$ cat config.mk
export PLATFORM = sky130hd
export DESIGN_NAME = rtdc_channel
export DESIGN_NICKNAME = d
export VERILOG_FILES = /design/src/rtl/rtdc_pkg.sv /design/src/rtl/rtdc_scale.sv /design/src/rtl/rtdc_channel.sv
export SDC_FILE = /design/constraint.sdc
export NUM_CORES = 1
export LEC_CHECK = 0
export ABC_AREA = 0
export BUFFER_PORTS_ARGS = -buffer_cell sky130_fd_sc_hd__buf_4
export CORE_MARGIN = 2
export CORE_UTILIZATION = 36
export DETAILED_ROUTE_END_ITERATION = 6
export PLACE_DENSITY_LB_ADDON = 0.1
export REMOVE_ABC_BUFFERS = 1
export SYNTH_ARGS = -nofsm -noshare
export SYNTH_HDL_FRONTEND = slang
export SYNTH_SLANG_ARGS = --single-unit
$ cat constraint.sdc
create_clock -name clock -period 17.6 [get_ports clock]
set_input_delay 3.52 -clock clock [delete_from_list [all_inputs] [get_ports clock]]
set_output_delay 3.52 -clock clock [all_outputs]
set_load 0.05 [all_outputs]
$ cat src/rtl/rtdc_pkg.sv
package rtdc_pkg;

    // ---------------------------------------------------------------
    // holding register addresses
    // ---------------------------------------------------------------
    localparam logic [15:0] RTDC_MEAS_ADDR  = 16'h9c45;
    localparam logic [15:0] RTDC_CFG_ADDR   = 16'h9c67;

    // ---------------------------------------------------------------
    // reset values
    // ---------------------------------------------------------------
    localparam logic [15:0] RTDC_CFG_RESET  = 16'h0002;
    localparam logic [15:0] RTDC_MEAS_RESET = 16'h0000;

    // ---------------------------------------------------------------
    // configuration field layout
    // ---------------------------------------------------------------
    localparam int          RTDC_TYPE_MSB   = 7;
    localparam int          RTDC_TYPE_LSB   = 6;
    localparam int          RTDC_QTY_BIT    = 5;
    localparam int          RTDC_WIRE_BIT   = 4;
    localparam int          RTDC_REJ_BIT    = 3;
    localparam int          RTDC_FILT_MSB   = 2;
    localparam int          RTDC_FILT_LSB   = 0;
    localparam int          RTDC_USED_MSB   = 7;
    localparam logic [7:0]  RTDC_UPPER_ZERO = 8'h00;

    // ---------------------------------------------------------------
    // scaling
    // ---------------------------------------------------------------
    localparam int          RTDC_RES_W      = 20;
    localparam logic [19:0] RTDC_RES_DIV    = 20'h0_000a;
    localparam logic [19:0] RTDC_WORD_MAX   = 20'h0_ffff;

    typedef enum logic [1:0] {
        RTDC_PLAT_100  = 2'h0,
        RTDC_NICK_100  = 2'h1,
        RTDC_PLAT_500  = 2'h2,
        RTDC_PLAT_1000 = 2'h3
    } rtdc_sensor_t;

endpackage

$ cat src/rtl/rtdc_scale.sv
`timescale 1ns/100ps

module rtdc_scale #(
    parameter int RES_W = rtdc_pkg::RTDC_RES_W
) (
    input  wire logic                 clock,
    input  wire logic                 rst_n,
    input  wire logic                 conv_valid,
    input  wire logic [15:0]          conv_temp,
    input  wire logic [RES_W-1:0]     conv_res,
    input  wire rtdc_pkg::rtdc_sensor_t sensor_type,
    input  wire logic                 report_resistance,
    output logic      [15:0]          meas,
    output logic                      meas_update
);

    // ---------------------------------------------------------------
    // scaling helpers
    // ---------------------------------------------------------------
    function automatic logic [15:0] sat_word(input logic [RES_W-1:0] v);
        logic [15:0] r;
        r = (v > RES_W'(rtdc_pkg::RTDC_WORD_MAX)) ? 16'hffff : v[15:0];
        return r;
    endfunction

    function automatic logic tenth_ohm(input rtdc_pkg::rtdc_sensor_t t);
        return (t == rtdc_pkg::RTDC_PLAT_500) || (t == rtdc_pkg::RTDC_PLAT_1000);
    endfunction

    logic [RES_W-1:0] res_tenth;

    assign res_tenth = conv_res / RES_W'(rtdc_pkg::RTDC_RES_DIV);

    // ---------------------------------------------------------------
    // measurement word, latched per conversion
    // ---------------------------------------------------------------
    always_ff @(posedge clock) begin
        if (!rst_n) begin
            meas <= rtdc_pkg::RTDC_MEAS_RESET;
        end else if (conv_valid) begin
            if (!report_resistance) begin
                meas <= conv_temp;
            end else if (tenth_ohm(sensor_type)) begin
                meas <= sat_word(res_tenth);
            end else begin
                meas <= sat_word(conv_res);
            end
        end
    end

    always_ff @(posedge clock) begin
        if (!rst_n) begin
            meas_update <= 1'b0;
        end else begin
            meas_update <= conv_valid;
        end
    end

endmodule // rtdc_scale

$ cat src/rtl/rtdc_channel.sv
`timescale 1ns/100ps

// Functional notes
// bits 7:6 of the configuration pick platinum 100, nickel 100, platinum 500 or platinum 1000, resetting to 0.
// configuration bit 5 reports temperature when 0 and resistance when 1, resetting to 0.
// configuration bit 4 selects two/four-wire when 0 and three-wire when 1, resetting to 0.
// configuration bit 3 selects 50 Hz rejection when 0 and 60 Hz when 1, resetting to 0.
// configuration bits 2:0 pick the input filter and reset to 3'b010.
// configuration bits 15:8 do nothing and no value written there changes the channel.
// with temperature reporting the measurement word holds tenths of a degree Celsius.
// with resistance reporting on a 100 ohm sensor the word holds hundredths of an ohm.
// with resistance reporting on a 500 or 1000 ohm sensor the word holds tenths of an ohm.
// upper configuration bits read zero and a new setting applies from the next stored result.
module rtdc_channel #(
    parameter int RES_W = rtdc_pkg::RTDC_RES_W
) (
    input  wire logic                   clock,
    input  wire logic                   rst_n,
    input  wire logic [15:0]            reg_addr,
    input  wire logic                   reg_wr,
    input  wire logic                   reg_rd,
    input  wire logic [15:0]            reg_wdata,
    output logic      [15:0]            reg_rdata,
    output logic                        reg_ack,
    output logic                        reg_err,
    input  wire logic                   conv_valid,
    input  wire logic [15:0]            conv_temp,
    input  wire logic [RES_W-1:0]       conv_res,
    output rtdc_pkg::rtdc_sensor_t      sensor_type,
    output logic                        report_resistance,
    output logic                        three_wire,
    output logic                        reject_60hz,
    output logic      [2:0]             filter_sel,
    output logic      [15:0]            third_analog_channel,
    output logic                        meas_update
);

    // ---------------------------------------------------------------
    // address decode
    // ---------------------------------------------------------------
    function automatic logic hit_cfg(input logic [15:0] a);
        return a == rtdc_pkg::RTDC_CFG_ADDR;
    endfunction

    function automatic logic hit_meas(input logic [15:0] a);
        return a == rtdc_pkg::RTDC_MEAS_ADDR;
    endfunction

    logic [7:0]  cfg;
    logic        req;
    logic        wr_cfg;

    assign req    = reg_wr || reg_rd;
    assign wr_cfg = reg_wr && hit_cfg(reg_addr);

    // ---------------------------------------------------------------
    // configuration register
    // ---------------------------------------------------------------
    always_ff @(posedge clock) begin
        if (!rst_n) begin
            cfg <= rtdc_pkg::RTDC_CFG_RESET[rtdc_pkg::RTDC_USED_MSB:0];
        end else if (wr_cfg) begin
            cfg <= reg_wdata[rtdc_pkg::RTDC_USED_MSB:0];
        end
    end

    assign sensor_type       = rtdc_pkg::rtdc_sensor_t'(cfg[rtdc_pkg::RTDC_TYPE_MSB:rtdc_pkg::RTDC_TYPE_LSB]);
    assign report_resistance = cfg[rtdc_pkg::RTDC_QTY_BIT];
    assign three_wire        = cfg[rtdc_pkg::RTDC_WIRE_BIT];
    assign reject_60hz       = cfg[rtdc_pkg::RTDC_REJ_BIT];
    assign filter_sel        = cfg[rtdc_pkg::RTDC_FILT_MSB:rtdc_pkg::RTDC_FILT_LSB];

    // ---------------------------------------------------------------
    // register port answer
    // ---------------------------------------------------------------
    always_ff @(posedge clock) begin
        if (!rst_n) begin
            reg_rdata <= 16'h0000;
        end else if (reg_rd && !reg_wr && hit_cfg(reg_addr)) begin
            reg_rdata <= {rtdc_pkg::RTDC_UPPER_ZERO, cfg};
        end else if (reg_rd && !reg_wr && hit_meas(reg_addr)) begin
            reg_rdata <= third_analog_channel;
        end
    end

    always_ff @(posedge clock) begin
        if (!rst_n) begin
            reg_ack <= 1'b0;
            reg_err <= 1'b0;
        end else begin
            reg_ack <= req && (wr_cfg || (!reg_wr && (hit_cfg(reg_addr) || hit_meas(reg_addr))));
            reg_err <= req && !(wr_cfg || (!reg_wr && (hit_cfg(reg_addr) || hit_meas(reg_addr))));
        end
    end

    // ---------------------------------------------------------------
    // measurement scaling
    // ---------------------------------------------------------------
    rtdc_scale #(
        .RES_W             (RES_W)
    ) u_scale (
        .clock             (clock),
        .rst_n             (rst_n),
        .conv_valid        (conv_valid),
        .conv_temp         (conv_temp),
        .conv_res          (conv_res),
        .sensor_type       (sensor_type),
        .report_resistance (report_resistance),
        .meas              (third_analog_channel),
        .meas_update       (meas_update)
    );

    // ---------------------------------------------------------------
    // checks
    // ---------------------------------------------------------------
    property p_type_reset;
        @(posedge clock) $past(!rst_n) && rst_n && !$past(wr_cfg) |-> sensor_type == rtdc_pkg::RTDC_PLAT_100;
    endproperty
    a_type_reset: assert property (p_type_reset) else $error("sensor type not cleared by reset");

    property p_type_write;
        @(posedge clock) disable iff (!rst_n)
            wr_cfg |=> sensor_type == rtdc_pkg::rtdc_sensor_t'($past(reg_wdata[7:6]));
    endproperty
    a_type_write: assert property (p_type_write) else $error("sensor type not taken from write");

    property p_qty_reset;
        @(posedge clock) $past(!rst_n) && rst_n && !$past(wr_cfg) |-> !report_resistance;
    endproperty
    a_qty_reset: assert property (p_qty_reset) else $error("quantity select not cleared by reset");

    property p_wire_rej_write;
        @(posedge clock) disable iff (!rst_n)
            wr_cfg |=> three_wire == $past(reg_wdata[4]) && reject_60hz == $past(reg_wdata[3]);
    endproperty
    a_wire_rej_write: assert property (p_wire_rej_write) else $error("wiring or rejection bit wrong");

    property p_wire_rej_reset;
        @(posedge clock) $past(!rst_n) && rst_n && !$past(wr_cfg) |-> !three_wire && !reject_60hz;
    endproperty
    a_wire_rej_reset: assert property (p_wire_rej_reset) else $error("wiring or rejection not reset");

    property p_filt_reset;
        @(posedge clock) $past(!rst_n) && rst_n && !$past(wr_cfg) |-> filter_sel == 3'h2;
    endproperty
    a_filt_reset: assert property (p_filt_reset) else $error("filter select reset value wrong");

    property p_upper_ignored;
        @(posedge clock) disable iff (!rst_n)
            wr_cfg ##1 (reg_rd && !reg_wr && hit_cfg(reg_addr))
            |=> reg_ack && reg_rdata == {8'h00, $past(reg_wdata[7:0], 2)};
    endproperty
    a_upper_ignored: assert property (p_upper_ignored) else $error("upper bits not read as zero");

    property p_temp;
        @(posedge clock) disable iff (!rst_n)
            conv_valid && !report_resistance |=> meas_update && third_analog_channel == $past(conv_temp);
    endproperty
    a_temp: assert property (p_temp) else $error("temperature not reported");

    property p_centi_ohm;
        @(posedge clock) disable iff (!rst_n)
            conv_valid && report_resistance && !sensor_type[1] && conv_res <= RES_W'(20'h0_ffff)
            |=> third_analog_channel == 16'($past(conv_res));
    endproperty
    a_centi_ohm: assert property (p_centi_ohm) else $error("hundredths of ohm wrong");

    property p_deci_ohm;
        @(posedge clock) disable iff (!rst_n)
            conv_valid && report_resistance && sensor_type[1] && conv_res <= RES_W'(20'h9_fff6)
            |=> third_analog_channel == 16'($past(conv_res) / RES_W'(20'h0_000a));
    endproperty
    a_deci_ohm: assert property (p_deci_ohm) else $error("tenths of ohm wrong");

    property p_hold;
        @(posedge clock) disable iff (!rst_n)
            !conv_valid |=> $stable(third_analog_channel) && !meas_update;
    endproperty
    a_hold: assert property (p_hold) else $error("measurement changed without a conversion");

    property p_err_unmapped;
        @(posedge clock) disable iff (!rst_n)
            req && !hit_cfg(reg_addr) && (reg_wr || !hit_meas(reg_addr)) |=> reg_err && !reg_ack;
    endproperty
    a_err_unmapped: assert property (p_err_unmapped) else $error("unmapped or read-only access not refused");

endmodule // rtdc_channel

==> run metrics <==
LEAKAGE=around 2.2 nW; Slew headroom=30.46%; layout cells sized above 1=22.17%; max layer used=met4; average cell area after synthesis=about 7.5 µm²; Antenna diodes=0; vias post-DR=5,061; P per Cell Area=75.62 mW/mm²; Hold Path Class=register to register; Initial Util=37.20%; DRT met1 WL=approximately 7000 µm; core area=0.01211 mm²; total track usage=20.90%; fin. max-slew vios=0; wire length on met3=844 µm; RSZ-0062 raised after global routing=false; delay-heaviest family, CP=compound AO/OA/AOI/OAI gates; RD Place Congestion=0.8856; Final ANT Viol Nets=0; Detailed Route Iter0 Violations=317; Die W=between 100 and 150 µm; CP required=17.81 ns; Row Count=40; minimum clock period=about 10 ns; Post-Route WL=14,310 µm; I/O Buffers=about 110; critical path's most frequent cell=a21oi_1; worst skew pair latency=about 0.29 ns; hold slack=0.4955 ns; CTS tree=yes; mapped cell area=0.004506 mm²; number of synthesized flops with an enable pin=0; synth unique cells=between 90 and 100; Max VDD drop=about 0.040 mV; Max FO, Critical Path=21; CTS-repair resized insts=0; Worst-path clk slew=0.06 ns; Async SR Flop Fraction=0%; fillers=1,254; met2 wire length=6378 µm; FF+latch count, synth=43; Syn. warnings=0; total grt overflow=0; dpl hpwl=10,360 µm; Area Overhead vs Synth=20.58%; final setup violation count=0; WL per Instance=around 17 µm; Buf+Inv Stages, Crit Path=1; Clock Path Buffers=2; Die Area=roughly 0.013 mm²; initial antenna violation count=0; I/O Pins=116; Slowest cell on crit path=o311ai_1; clk root buf=clkbuf_16; FMAX=97.89 MHz; Die H=115.9 µm; Setup crit start kind=input port; Syn Inst Count=600; CP endpoint kind=register; 1st-pass router iterations=5; Hold Violations, Final=0; Max H-tree Level=2; Worst-Margin Slew=approximately 1.0 ns; setup bufs post-CTS=0; fin crit share=58.05%; global-route wire length before repair=23,050 µm; vias in the first global route=4,494; Num Clock Sinks=43; CP arrival=10.43 ns; sequential share of the synthesized area=19.11%; cts-stage hold buffer count=0; DRC violations left=0; nets=735; Setup TNS Final=0 ns; cts bufs inserted=5; critical setup path kind=input port to register; Post-synth top flop=dfxtp_1; Max-cap violations=0; crit path cell chain=buf_4, nor2b_2, a21oi_1, o221a_2, a211o_1, o21a_1, a21oi_1, nor2_1, o311ai_1, a21oi_1, o31ai_1, and2_1, a221oi_1, o32ai_2, a22oi_2, or3_1, a22o_1, o211a_1, a211o_1, a31oi_1; via/cell ratio=6.090; status=finished clean; Util after Layout=44.86%; largest net degree at the start of global routing=34; Clock Skew=between 0.005 and 0.006 ns; max incr delay on CP=approximately 0.74 ns
-- registers in the layout, summed over array words and instances (netlist names) --
| signal | count |
|---|---|
| cfg | 8 |
| reg_ack | 1 |
| reg_err | 1 |
| reg_rdata | 16 |
| u_scale.meas | 16 |
| u_scale.meas_update | 1 |
-- power by group --
group          switching [W]  internal (W)  leakage, nW   total, W
clock              0.0000406     0.0000530       0.0664  0.0000936
combinational       0.000132     0.0000825         1.83   0.000215
sequential        0.00000251      0.000100        0.351   0.000103
-- cells in the final DEF, fill, tap and decap left out, drive strengths merged, types with 8 or more instances in the layout --
cell,Yosys,layout
a31oi,8,8
a211oi,23,23
o211ai,11,11
dfxtp,43,43
o311ai,9,9
xnor2,10,10
a211o,10,10
a311oi,12,12
nand2,46,46
o31ai,9,9
o21ai,35,35
a21oi,25,25
nor2b,9,9
inv,13,14
buf,18,107
mux2i,34,34
nor3,18,18
nor2,77,77
nand3,12,12
-- final timing paths --
kind,from,end,slack (ns),cells past startpoint
worst min register to register,reg_rdata[14]$_SDFFE_PP0P_,reg_rdata[14]$_SDFFE_PP0P_,0.50,2
worst max-delay path,conv_res[19],u_scale.meas[0]$_SDFFE_PN0P_,7.38,20
worst min-delay path,reg_rdata[14]$_SDFFE_PP0P_,reg_rdata[14]$_SDFFE_PP0P_,0.50,2
worst max register to register,cfg[5]$_SDFFE_PN0P_,u_scale.meas[10]$_SDFFE_PN0P_,15.40,4
-- through the flow --
stage | instance area [µm²] | std cells | power, W | worst slack (ns)
after detailed placement | 5284 | 823 | 0.0003159 | 7.213
after CTS | 5433 | 831 | 0.0004101 | 7.507
after global placement | 5284 | 823 | 0.0003134 | 7.395
after global routing | 5433 | 831 | 0.0004387 | 6.867
final | 5433 | 831 | 0.0004108 | 7.384
after floorplan | 4270 | 548 | 0.0002569 | 8.727
-- layout make-up --
cell class / instances / area, µm² / area share (%)
sequential: 43 / 860.8 / 15.85
clock inverter: 3 / 23.77 / 0.4376
timing repair buffer: 107 / 803.3 / 14.79
tap: 168 / 210.2 / 3.869
multi-input combinational: 489 / 3349 / 61.65
clock buffer: 5 / 125.1 / 2.303
inverter: 16 / 60.06 / 1.105
-- cell families (layout without fill, tap and decap cells) --
family | after synthesis | count (layout) | synth area share (%)
flops | 43 | 43 | 19.11
xor+xnor | 11 | 11 | 2.138
compound gates | 222 | 222 | 38.91
fa+ha+maj | 2 | 2 | 0.4443
simple gates | 220 | 220 | 25.30
mux | 34 | 34 | 7.554
buf+inv | 68 | 131 | 6.554
-- cell usage after synthesis, types with 7 or more instances --
cell type | instances | share of area, %
xnor2_1 | 10 | 1.9
buf_2 | 12 | 1.3
o31ai_1 | 7 | 1.2
nor3_1 | 17 | 1.9
a21oi_1 | 24 | 2.7
nor2b_1 | 8 | 1.1
a31oi_1 | 8 | 1.1
nand3_1 | 12 | 1.3
dfxtp_1 | 43 | 19
nor2_1 | 77 | 6.4
a211o_1 | 10 | 1.9
nand2_1 | 44 | 3.7
a211oi_1 | 22 | 3.7
o211ai_1 | 11 | 1.8
o21ai_0 | 28 | 3.1
inv_1 | 12 | 1.0
a311oi_1 | 12 | 2.3
clkbuf_1 | 32 | 2.7
mux2i_1 | 34 | 7.6
-- worst reg2reg max path, stage by stage, from the launching register on --
cell and delay (ns):
dfxtp_1 0.94, inv_1 0.51, o311ai_0 0.45, o21ai_0 0.14
nor2_1 0.09
-- layer usage --
layer	vias to the layer above	track usage, %
met4	0	5.397
met5	-	0
met3	18	2.249
li1	2456	-
met2	184	32.79
met1	2403	30.55
No activity file was read; power rests on OpenSTA's default activity.
